$ cat config.mk
export PLATFORM = sky130hd
export DESIGN_NAME = sensor_mode_control_regs
export DESIGN_NICKNAME = d
export VERILOG_FILES = /design/src/rtl/sensor_mode_control_pkg.sv /design/src/rtl/sensor_mode_control_regs.sv
export SDC_FILE = /design/constraint.sdc
export NUM_CORES = 1
export LEC_CHECK = 0
export ABC_AREA = 1
export BUFFER_PORTS_ARGS = -buffer_cell sky130_fd_sc_hd__clkbuf_2
export CAP_MARGIN = 40
export CORE_MARGIN = 2
export CORE_UTILIZATION = 55
export CTS_CLUSTER_SIZE = 14
export DETAILED_ROUTE_END_ITERATION = 8
export PLACE_DENSITY = 0.82
export REMOVE_ABC_BUFFERS = 1
export SLEW_MARGIN = 15
export SYNTH_ARGS = -nofsm -noshare
export SYNTH_HDL_FRONTEND = slang
export SYNTH_SLANG_ARGS = --single-unit
$ cat constraint.sdc
create_clock -name core_clk -period 2.2 [get_ports core_clk]
set_clock_uncertainty 0.15 [all_clocks]
set_input_delay 0.11 -clock core_clk [delete_from_list [all_inputs] [get_ports core_clk]]
set_output_delay 0.11 -clock core_clk [all_outputs]
set_load 0.05 [all_outputs]
$ cat src/rtl/sensor_mode_control_pkg.sv
/*
 Constants, field layouts and types for the sensor mode control registers.
 Assumes one core clock and serial bus pins already synchronous to it.
*/
// Summary of operation
// - The ambient control register is an 8-bit read/write register at 0x80 that resets to 0x00.
// - Writing 1 to ambient bit 1 restores every register to default and puts sensing in stand-by.
// - The serial slave accepts register accesses in every sensing mode.
// - With ambient bit 5 set an out-of-range ambient sample raises the interrupt, else none.
// - The proximity control register is an 8-bit read/write register at 0x81 that resets to 0x40.
// - Proximity bit 7 enables near/far status reporting, disabled by default.
// - With proximity bit 4 set the crosstalk value is subtracted from each proximity result.
// - The ambient decision compares 16-bit data with the upper and lower limits.
// - The slave answers at 7-bit address 0x23 with the read/write bit appended by the host.
package sensor_mode_control_pkg;
   localparam logic [7:0] AMBIENT_ADDR = 8'h80;
   localparam logic [7:0] PROXIMITY_ADDR = 8'h81;
   localparam logic [7:0] AMBIENT_RESET = 8'h00;
   localparam logic [7:0] PROXIMITY_RESET = 8'h40;
   localparam logic [6:0] SLAVE_ADDR = 7'h23;
   localparam logic [1:0] PROXIMITY_RSVD = 2'h2;
   localparam logic [3:0] BYTE_BITS = 4'h8;
   localparam logic [3:0] LAST_TX_BIT = 4'h7;
   localparam logic [7:0] UNMAPPED_READ = 8'h00;

   typedef struct packed {
      logic [1:0] reserved;
      logic ambient_irq_enable;
      logic [2:0] ambient_gain_sel;
      logic chip_soft_reset;
      logic ambient_run_select;
   } ambient_control_t;

   typedef struct packed {
      logic distance_report_enable;
      logic [1:0] reserved;
      logic proximity_crosstalk_subtract_en;
      logic [1:0] proximity_gain_sel;
      logic proximity_run_select;
      logic proximity_irq_enable;
   } proximity_control_t;

   typedef struct packed {
      logic valid;
      logic [15:0] value;
   } ambient_sample_t;

   typedef struct packed {
      logic valid;
      logic [10:0] value;
   } proximity_sample_t;

   typedef struct packed {
      logic [15:0] upper;
      logic [15:0] lower;
   } ambient_limits_t;

   typedef enum logic [2:0] {
      BUS_IDLE = 3'h0,
      BUS_ADDR = 3'h1,
      BUS_ACK_ADDR = 3'h2,
      BUS_RX = 3'h3,
      BUS_ACK_RX = 3'h4,
      BUS_TX = 3'h5,
      BUS_TX_ACK = 3'h6
   } bus_phase_t;

   typedef struct packed {
      bus_phase_t phase;
      logic [3:0] cnt;
      logic [7:0] shift;
      logic [7:0] ptr;
      logic rw;
      logic got_reg;
      logic nack;
      logic scl_q;
      logic sda_q;
      logic sda_oe;
      logic sda_out;
      ambient_control_t amb;
      proximity_control_t prox;
      logic ambient_irq;
      proximity_sample_t prox_res;
      logic soft_pulse;
   } state_t;

   localparam state_t STATE_INIT = '{
      phase: BUS_IDLE, cnt: 4'h0, shift: 8'h00, ptr: 8'h00, rw: 1'b0, got_reg: 1'b0,
      nack: 1'b0, scl_q: 1'b1, sda_q: 1'b1, sda_oe: 1'b0, sda_out: 1'b0,
      amb: ambient_control_t'(AMBIENT_RESET), prox: proximity_control_t'(PROXIMITY_RESET),
      ambient_irq: 1'b0, prox_res: '{valid: 1'b0, value: 11'h000}, soft_pulse: 1'b0};
endpackage

$ cat src/rtl/sensor_mode_control_regs.sv
/*
 Serial slave with the ambient and proximity control registers, the ambient
 interrupt decision and proximity crosstalk subtraction.
 Assumes scl and sda arrive synchronous to core_clk and the wire is resolved outside.
*/
`timescale 1ns/10ps
`default_nettype none
module sensor_mode_control_regs
(
   // Clock and reset
   input wire logic core_clk,
   input wire logic reset,
   input wire logic clk_en,
   // Serial bus pins
   input wire logic scl_in,
   input wire logic sda_in,
   output logic sda_out,
   output logic sda_oe,
   // Measurement side
   input wire sensor_mode_control_pkg::ambient_sample_t ambient_sample,
   input wire sensor_mode_control_pkg::ambient_limits_t ambient_limits,
   input wire sensor_mode_control_pkg::proximity_sample_t proximity_raw,
   input wire logic [10:0] proximity_crosstalk_value,
   // Results and controls
   output logic ambient_irq,
   output sensor_mode_control_pkg::proximity_sample_t proximity_result,
   output sensor_mode_control_pkg::ambient_control_t ambient_control,
   output sensor_mode_control_pkg::proximity_control_t proximity_control,
   output logic chip_soft_reset
);
   import sensor_mode_control_pkg::*;

   state_t st_reg;
   state_t st_next;
   logic start_seen;
   logic stop_seen;
   logic scl_rise;
   logic scl_fall;
   logic wr_fire;
   logic addr_hit;
   logic out_of_range;

   function automatic logic [7:0] read_reg(input logic [7:0] ptr, input ambient_control_t a,
                                           input proximity_control_t p);
      logic [7:0] val;
      val = UNMAPPED_READ;
      if (ptr == AMBIENT_ADDR)
         val = a;
      else if (ptr == PROXIMITY_ADDR)
         val = p;
      return val;
   endfunction

   assign start_seen = st_reg.scl_q && scl_in && st_reg.sda_q && !sda_in;
   assign stop_seen = st_reg.scl_q && scl_in && !st_reg.sda_q && sda_in;
   assign scl_rise = !st_reg.scl_q && scl_in;
   assign scl_fall = st_reg.scl_q && !scl_in;
   assign wr_fire = (st_reg.phase == BUS_RX) && scl_fall && (st_reg.cnt == BYTE_BITS)
                    && st_reg.got_reg;
   assign addr_hit = (st_reg.phase == BUS_ADDR) && scl_fall && (st_reg.cnt == BYTE_BITS)
                     && (st_reg.shift[7:1] == SLAVE_ADDR);
   assign out_of_range = (ambient_sample.value > ambient_limits.upper)
                         || (ambient_sample.value < ambient_limits.lower);

   always_comb
   begin
      st_next = st_reg;
      st_next.scl_q = scl_in;
      st_next.sda_q = sda_in;
      st_next.soft_pulse = 1'b0;
      st_next.prox_res.valid = 1'b0;
      if (start_seen)
      begin
         st_next.phase = BUS_ADDR;
         st_next.cnt = 4'h0;
         st_next.sda_oe = 1'b0;
      end
      else if (stop_seen)
      begin
         st_next.phase = BUS_IDLE;
         st_next.sda_oe = 1'b0;
      end
      else
      begin
         unique case (st_reg.phase)
            BUS_IDLE:
            begin
               st_next.sda_oe = 1'b0;
            end
            BUS_ADDR, BUS_RX:
            begin
               if (scl_rise)
               begin
                  st_next.shift = {st_reg.shift[6:0], sda_in};
                  st_next.cnt = st_reg.cnt + 4'h1;
               end
               else if (scl_fall && st_reg.cnt == BYTE_BITS)
               begin
                  if (st_reg.phase == BUS_ADDR)
                  begin
                     st_next.phase = addr_hit ? BUS_ACK_ADDR : BUS_IDLE;
                     st_next.sda_oe = addr_hit;
                     st_next.rw = st_reg.shift[0];
                     st_next.got_reg = 1'b0;
                  end
                  else
                  begin
                     st_next.phase = BUS_ACK_RX;
                     st_next.sda_oe = 1'b1;
                     st_next.got_reg = 1'b1;
                     st_next.ptr = st_reg.got_reg ? st_reg.ptr + 8'h01 : st_reg.shift;
                  end
               end
            end
            BUS_ACK_ADDR:
            begin
               if (scl_fall)
               begin
                  st_next.cnt = 4'h0;
                  if (st_reg.rw)
                  begin
                     st_next.shift = read_reg(st_reg.ptr, st_reg.amb, st_reg.prox);
                     st_next.sda_oe = !st_next.shift[7];
                     st_next.phase = BUS_TX;
                  end
                  else
                  begin
                     st_next.sda_oe = 1'b0;
                     st_next.phase = BUS_RX;
                  end
               end
            end
            BUS_ACK_RX:
            begin
               if (scl_fall)
               begin
                  st_next.sda_oe = 1'b0;
                  st_next.cnt = 4'h0;
                  st_next.phase = BUS_RX;
               end
            end
            BUS_TX:
            begin
               if (scl_fall)
               begin
                  if (st_reg.cnt == LAST_TX_BIT)
                  begin
                     st_next.sda_oe = 1'b0;
                     st_next.phase = BUS_TX_ACK;
                     st_next.ptr = st_reg.ptr + 8'h01;
                  end
                  else
                  begin
                     st_next.shift = {st_reg.shift[6:0], 1'b0};
                     st_next.sda_oe = !st_reg.shift[6];
                     st_next.cnt = st_reg.cnt + 4'h1;
                  end
               end
            end
            BUS_TX_ACK:
            begin
               if (scl_rise)
                  st_next.nack = sda_in;
               else if (scl_fall)
               begin
                  st_next.cnt = 4'h0;
                  st_next.phase = st_reg.nack ? BUS_IDLE : BUS_TX;
                  st_next.shift = read_reg(st_reg.ptr, st_reg.amb, st_reg.prox);
                  st_next.sda_oe = !st_reg.nack && !st_next.shift[7];
               end
            end
            default:
            begin
               st_next.phase = BUS_IDLE;
               st_next.sda_oe = 1'b0;
            end
         endcase
      end
      if (!st_reg.amb.ambient_irq_enable)
         st_next.ambient_irq = 1'b0;
      else if (ambient_sample.valid)
         st_next.ambient_irq = out_of_range;
      if (proximity_raw.valid)
      begin
         st_next.prox_res.valid = 1'b1;
         if (!st_reg.prox.proximity_crosstalk_subtract_en)
            st_next.prox_res.value = proximity_raw.value;
         else if (proximity_raw.value > proximity_crosstalk_value)
            st_next.prox_res.value = proximity_raw.value - proximity_crosstalk_value;
         else
            st_next.prox_res.value = 11'h000;
      end
      if (wr_fire && st_reg.ptr == AMBIENT_ADDR)
      begin
         if (st_reg.shift[1])
         begin
            st_next.amb = ambient_control_t'(AMBIENT_RESET);
            st_next.prox = proximity_control_t'(PROXIMITY_RESET);
            st_next.ambient_irq = 1'b0;
            st_next.soft_pulse = 1'b1;
         end
         else
            st_next.amb = ambient_control_t'({2'h0, st_reg.shift[5:2], 1'b0, st_reg.shift[0]});
      end
      else if (wr_fire && st_reg.ptr == PROXIMITY_ADDR)
         // proximity fields, gain bits ignored and always stored as 0
         st_next.prox = proximity_control_t'({st_reg.shift[7], PROXIMITY_RSVD, st_reg.shift[4],
                                              2'h0, st_reg.shift[1:0]});
   end

   always_ff @(posedge core_clk)
   begin
      if (reset)
         st_reg <= STATE_INIT;
      else if (clk_en)
         st_reg <= st_next;
   end

   assign sda_out = st_reg.sda_out;
   assign sda_oe = st_reg.sda_oe;
   assign ambient_irq = st_reg.ambient_irq;
   assign proximity_result = st_reg.prox_res;
   assign ambient_control = st_reg.amb;
   assign proximity_control = st_reg.prox;
   assign chip_soft_reset = st_reg.soft_pulse;
endmodule
`default_nettype wire

==> results by group <==
Layout
  – Fillers: 706
  – Max reg flops: 28
  – Nets: 915
  – Antenna diodes: 0
  – Share of cells above drive strength 1: between 10% and 20%
  – Area Growth Syn to Fin: 17.35%

Place
  – Port bufs: just over 100
  – Final HPWL DP: just under 9 mm
  – Worst slack, placed: between 100 and 150 ps
  – GP Congestion: slightly below 1

CTS
  – # clock sinks: 53
  – Skew-Pair Late Insertion Delay: roughly 310 ps
  – CTS tree: yes
  – Clk slew on worst S/H paths: 100 ps
  – Max clock buf depth: 2
  – Root Driver: clkbuf_8
  – CTS H-tree lvls: 2
  – Num CTS Buffers: 5
  – Setup bufs post-CTS: 0

Power
  – Power Total: around 3300 uW
  – Lkg Pwr: roughly 0.0028 uW
  – PD cells: 633.0 nW/um2
  – Peak VDD IR: approximately 440 uV

Die
  – Ports: approximately 110
  – Die height: 94.10 um
  – Std-Cell Core Area: slightly below 8000 um2
  – Die area: roughly 9000 um2
  – Row Count: 32
  – Die width: between 90 and 100 um
  – Initial Util: a little under three fifths

Setup path
  – Worst path cell trace: dlygate4sd3_1 -> clkbuf_2 -> ha_1 -> a21oi_2 -> nor2_1 -> a211oi_1 -> o21ai_2 -> nand2_2 -> clkinvlp_4 -> nand2_1 -> a21oi_1
  – CP Launch Type: input pin
  – Critical-path maximum fanout: 5
  – Critical path endpoint category: flip-flop
  – Crit path DAT: about 2200 ps
  – Setup Crit Path Kind: in -> reg
  – Required @ worst endpoint: about 2300 ps
  – Family with the most delay on the worst path: buffers and inverters
  – Slowest CP cell: dlygate4sd3_1
  – Max stage delay on crit path: between 500 and 600 ps
  – Worst path bufs/invs: 3

Outcome
  – Status: finished clean

Logic synthesis
  – Area leader, netlist: dfxtp_1
  – Yosys cell types: 37
  – Seq cells post-synth: between 50 and 60
  – Synth Cell Area: 4464 um2
  – Synth area leaders: dfxtp_1 (24%), ha_1 (13%), nand2_1 (12%)
  – Most frequent cell after synthesis: nand2_1
  – Post-synthesis sequential area ratio: approximately a quarter
  – Post-Syn Area per Cell: 6.442 um2
  – Asr flop ratio synth: 0%
  – Post-synthesis cell count: between 600 and 700
  – Synth cell count leaders: nand2_1 (138), inv_1 (113), a21oi_1 (66), nor2_1 (61), dfxtp_1 (53)
  – Top cell type's share of synthesized area: a little under a quarter
  – Post-synth EDFFs: 0
  – Yosys warnings: 0
  – Main flop type after synthesis: dfxtp_1

GRT
  – Number of global-route vias before repair: 4,429
  – Pin count of the biggest net entering global routing: 20
  – Global route total overflow: 0
  – All-Layer GR Usage: 26.08%
  – First-pass GRT wire length: approximately 19 mm
  – Initial antenna violation count: 0

Routing
  – Routed WL: ~11 mm
  – Iter 0 DRT Violations: around 210
  – Remaining DRCs: 0
  – Highest routed layer: met4
  – Met2 Routed Length: ~5.4 mm
  – Routed Antenna Nets: 0
  – Met1 wire length: around 5.0 mm
  – Via count of the routed design: ~4,700
  – DRT Pass-1 Iters: 4
  – Metal3 WL: between 600 and 700 um
  – WL/cell: 12.61 um
  – Vias per cell: roughly 5.3

Timing
  – Final WS setup: a little under 70 ps
  – Final Max Slew Viols: 0
  – Fin. Hold Viols: 0
  – Tcrit/Tclk final: between 90% and 100%
  – Endpoints failing setup: 0
  – Max Freq: 469.0 MHz
  – Period minus WS final: between 2000 and 2500 ps

Job
  – Max-cap violations: 0

Min path
  – Hold/Removal Path Class: in -> reg
[through the flow]
step | area (um2) | instances | TNS [ps] | util (%) | hold slack, ps
after detailed placement | 4933 | 873 | 0 | 63.19 | 217.9
after global routing | 5239 | 893 | -11.93 | 67.10 | 26.26
after CTS | 5181 | 892 | 0 | 66.36 | 7.455
after global placement | 4933 | 873 | 0 | 63.19 | 207.9
after floorplan | 4210 | 658 | 0 | - | 29.07
final | 5239 | 893 | 0 | 67.10 | 14.49
[report_power, final]
group | switching [uW] | total (uW) | leakage [uW] | internal (uW)
Sequential | 111 | 1180 | 0.000431 | 1070
Combinational | 847 | 1330 | 0.00225 | 486
Clock | 347 | 806 | 0.0000687 | 458
Total | 1300 | 3320 | 0.00275 | 2010
[cell families after synthesis]
family,Yosys count,share of synthesized area (%)
AO/OA/AOI/OAI,147,17.74
XOR/XNOR,14,2.747
adder cells (fa/ha/maj),48,13.62
buffers and inverters,162,16.37
flip-flops,53,23.77
other,1,0.08400
AND/OR/NAND/NOR,268,25.67
[worst register-to-register path, cell delays in order, from the launching register on]
cell,delay (ps)
dfxtp_1,490
nand2_2,200
inv_2,130
nand2_1,90
nor2_1,160
o22ai_1,110
nand3_2,210
inv_1,120
nand2_1,140
a21oi_1,80
[what timing repair did]
action | CTS | global route
gates resized for setup | 0 | 14
endpoints found under the hold margin | 12 | 0
endpoints found under the setup margin | 0 | 29
hold buffers | 11 | 0
[layout make-up]
| cell class | count | area [um2] | area share, % |
|---|---|---|---|
| clock inverters | 3 | 68.82 | 1.314 |
| inverters | 121 | 457.9 | 8.741 |
| multi-input cells | 484 | 2741 | 52.33 |
| repair buffers | 124 | 705.7 | 13.47 |
| well taps | 102 | 127.6 | 2.436 |
| repair inverters | 1 | 7.507 | 0.1433 |
| flip-flops and latches | 53 | 1061 | 20.25 |
| clock buffers | 5 | 68.82 | 1.314 |
[worst paths after layout]
kind                                      from                                to  slack, ps  depth (start not counted)
hold reg to reg   chip_soft_reset$_SDFFE_PP0P_      chip_soft_reset$_SDFFE_PP0P_        330                          2
hold / removal                proximity_raw[1]  proximity_result[1]$_SDFFE_PP0P_         10                          3
setup reg to reg       st_reg[58]$_SDFFE_PP0P_           st_reg[46]$_SDFFE_PP0P_        200                          9
setup / recovery              proximity_raw[8]  proximity_result[6]$_SDFFE_PP0P_         70                         11
[cell usage in the layout, fill, tap and decap left out, drive strengths merged, types with 4 or more instances in the layout]
cell type    count
inv            120
dfxtp           53
o21ai           56
clkbuf         106
xor2            11
nor3            14
buf             12
dlygate4sd3     11
nor2            66
conb             7
nand4            9
ha              47
nand2          143
nand3           31
a21oi           66
a211oi           8
o22ai            4
[routing by layer]
metal  vias to the layer above  global-route usage [%]
met2                       177                   46.31
met1                      2138                   32.56
met4                         0                   6.884
met5                         -                       0
li1                       2414                       -
met3                        20                   4.334
Note: power is estimated with default switching activity, not from simulation.
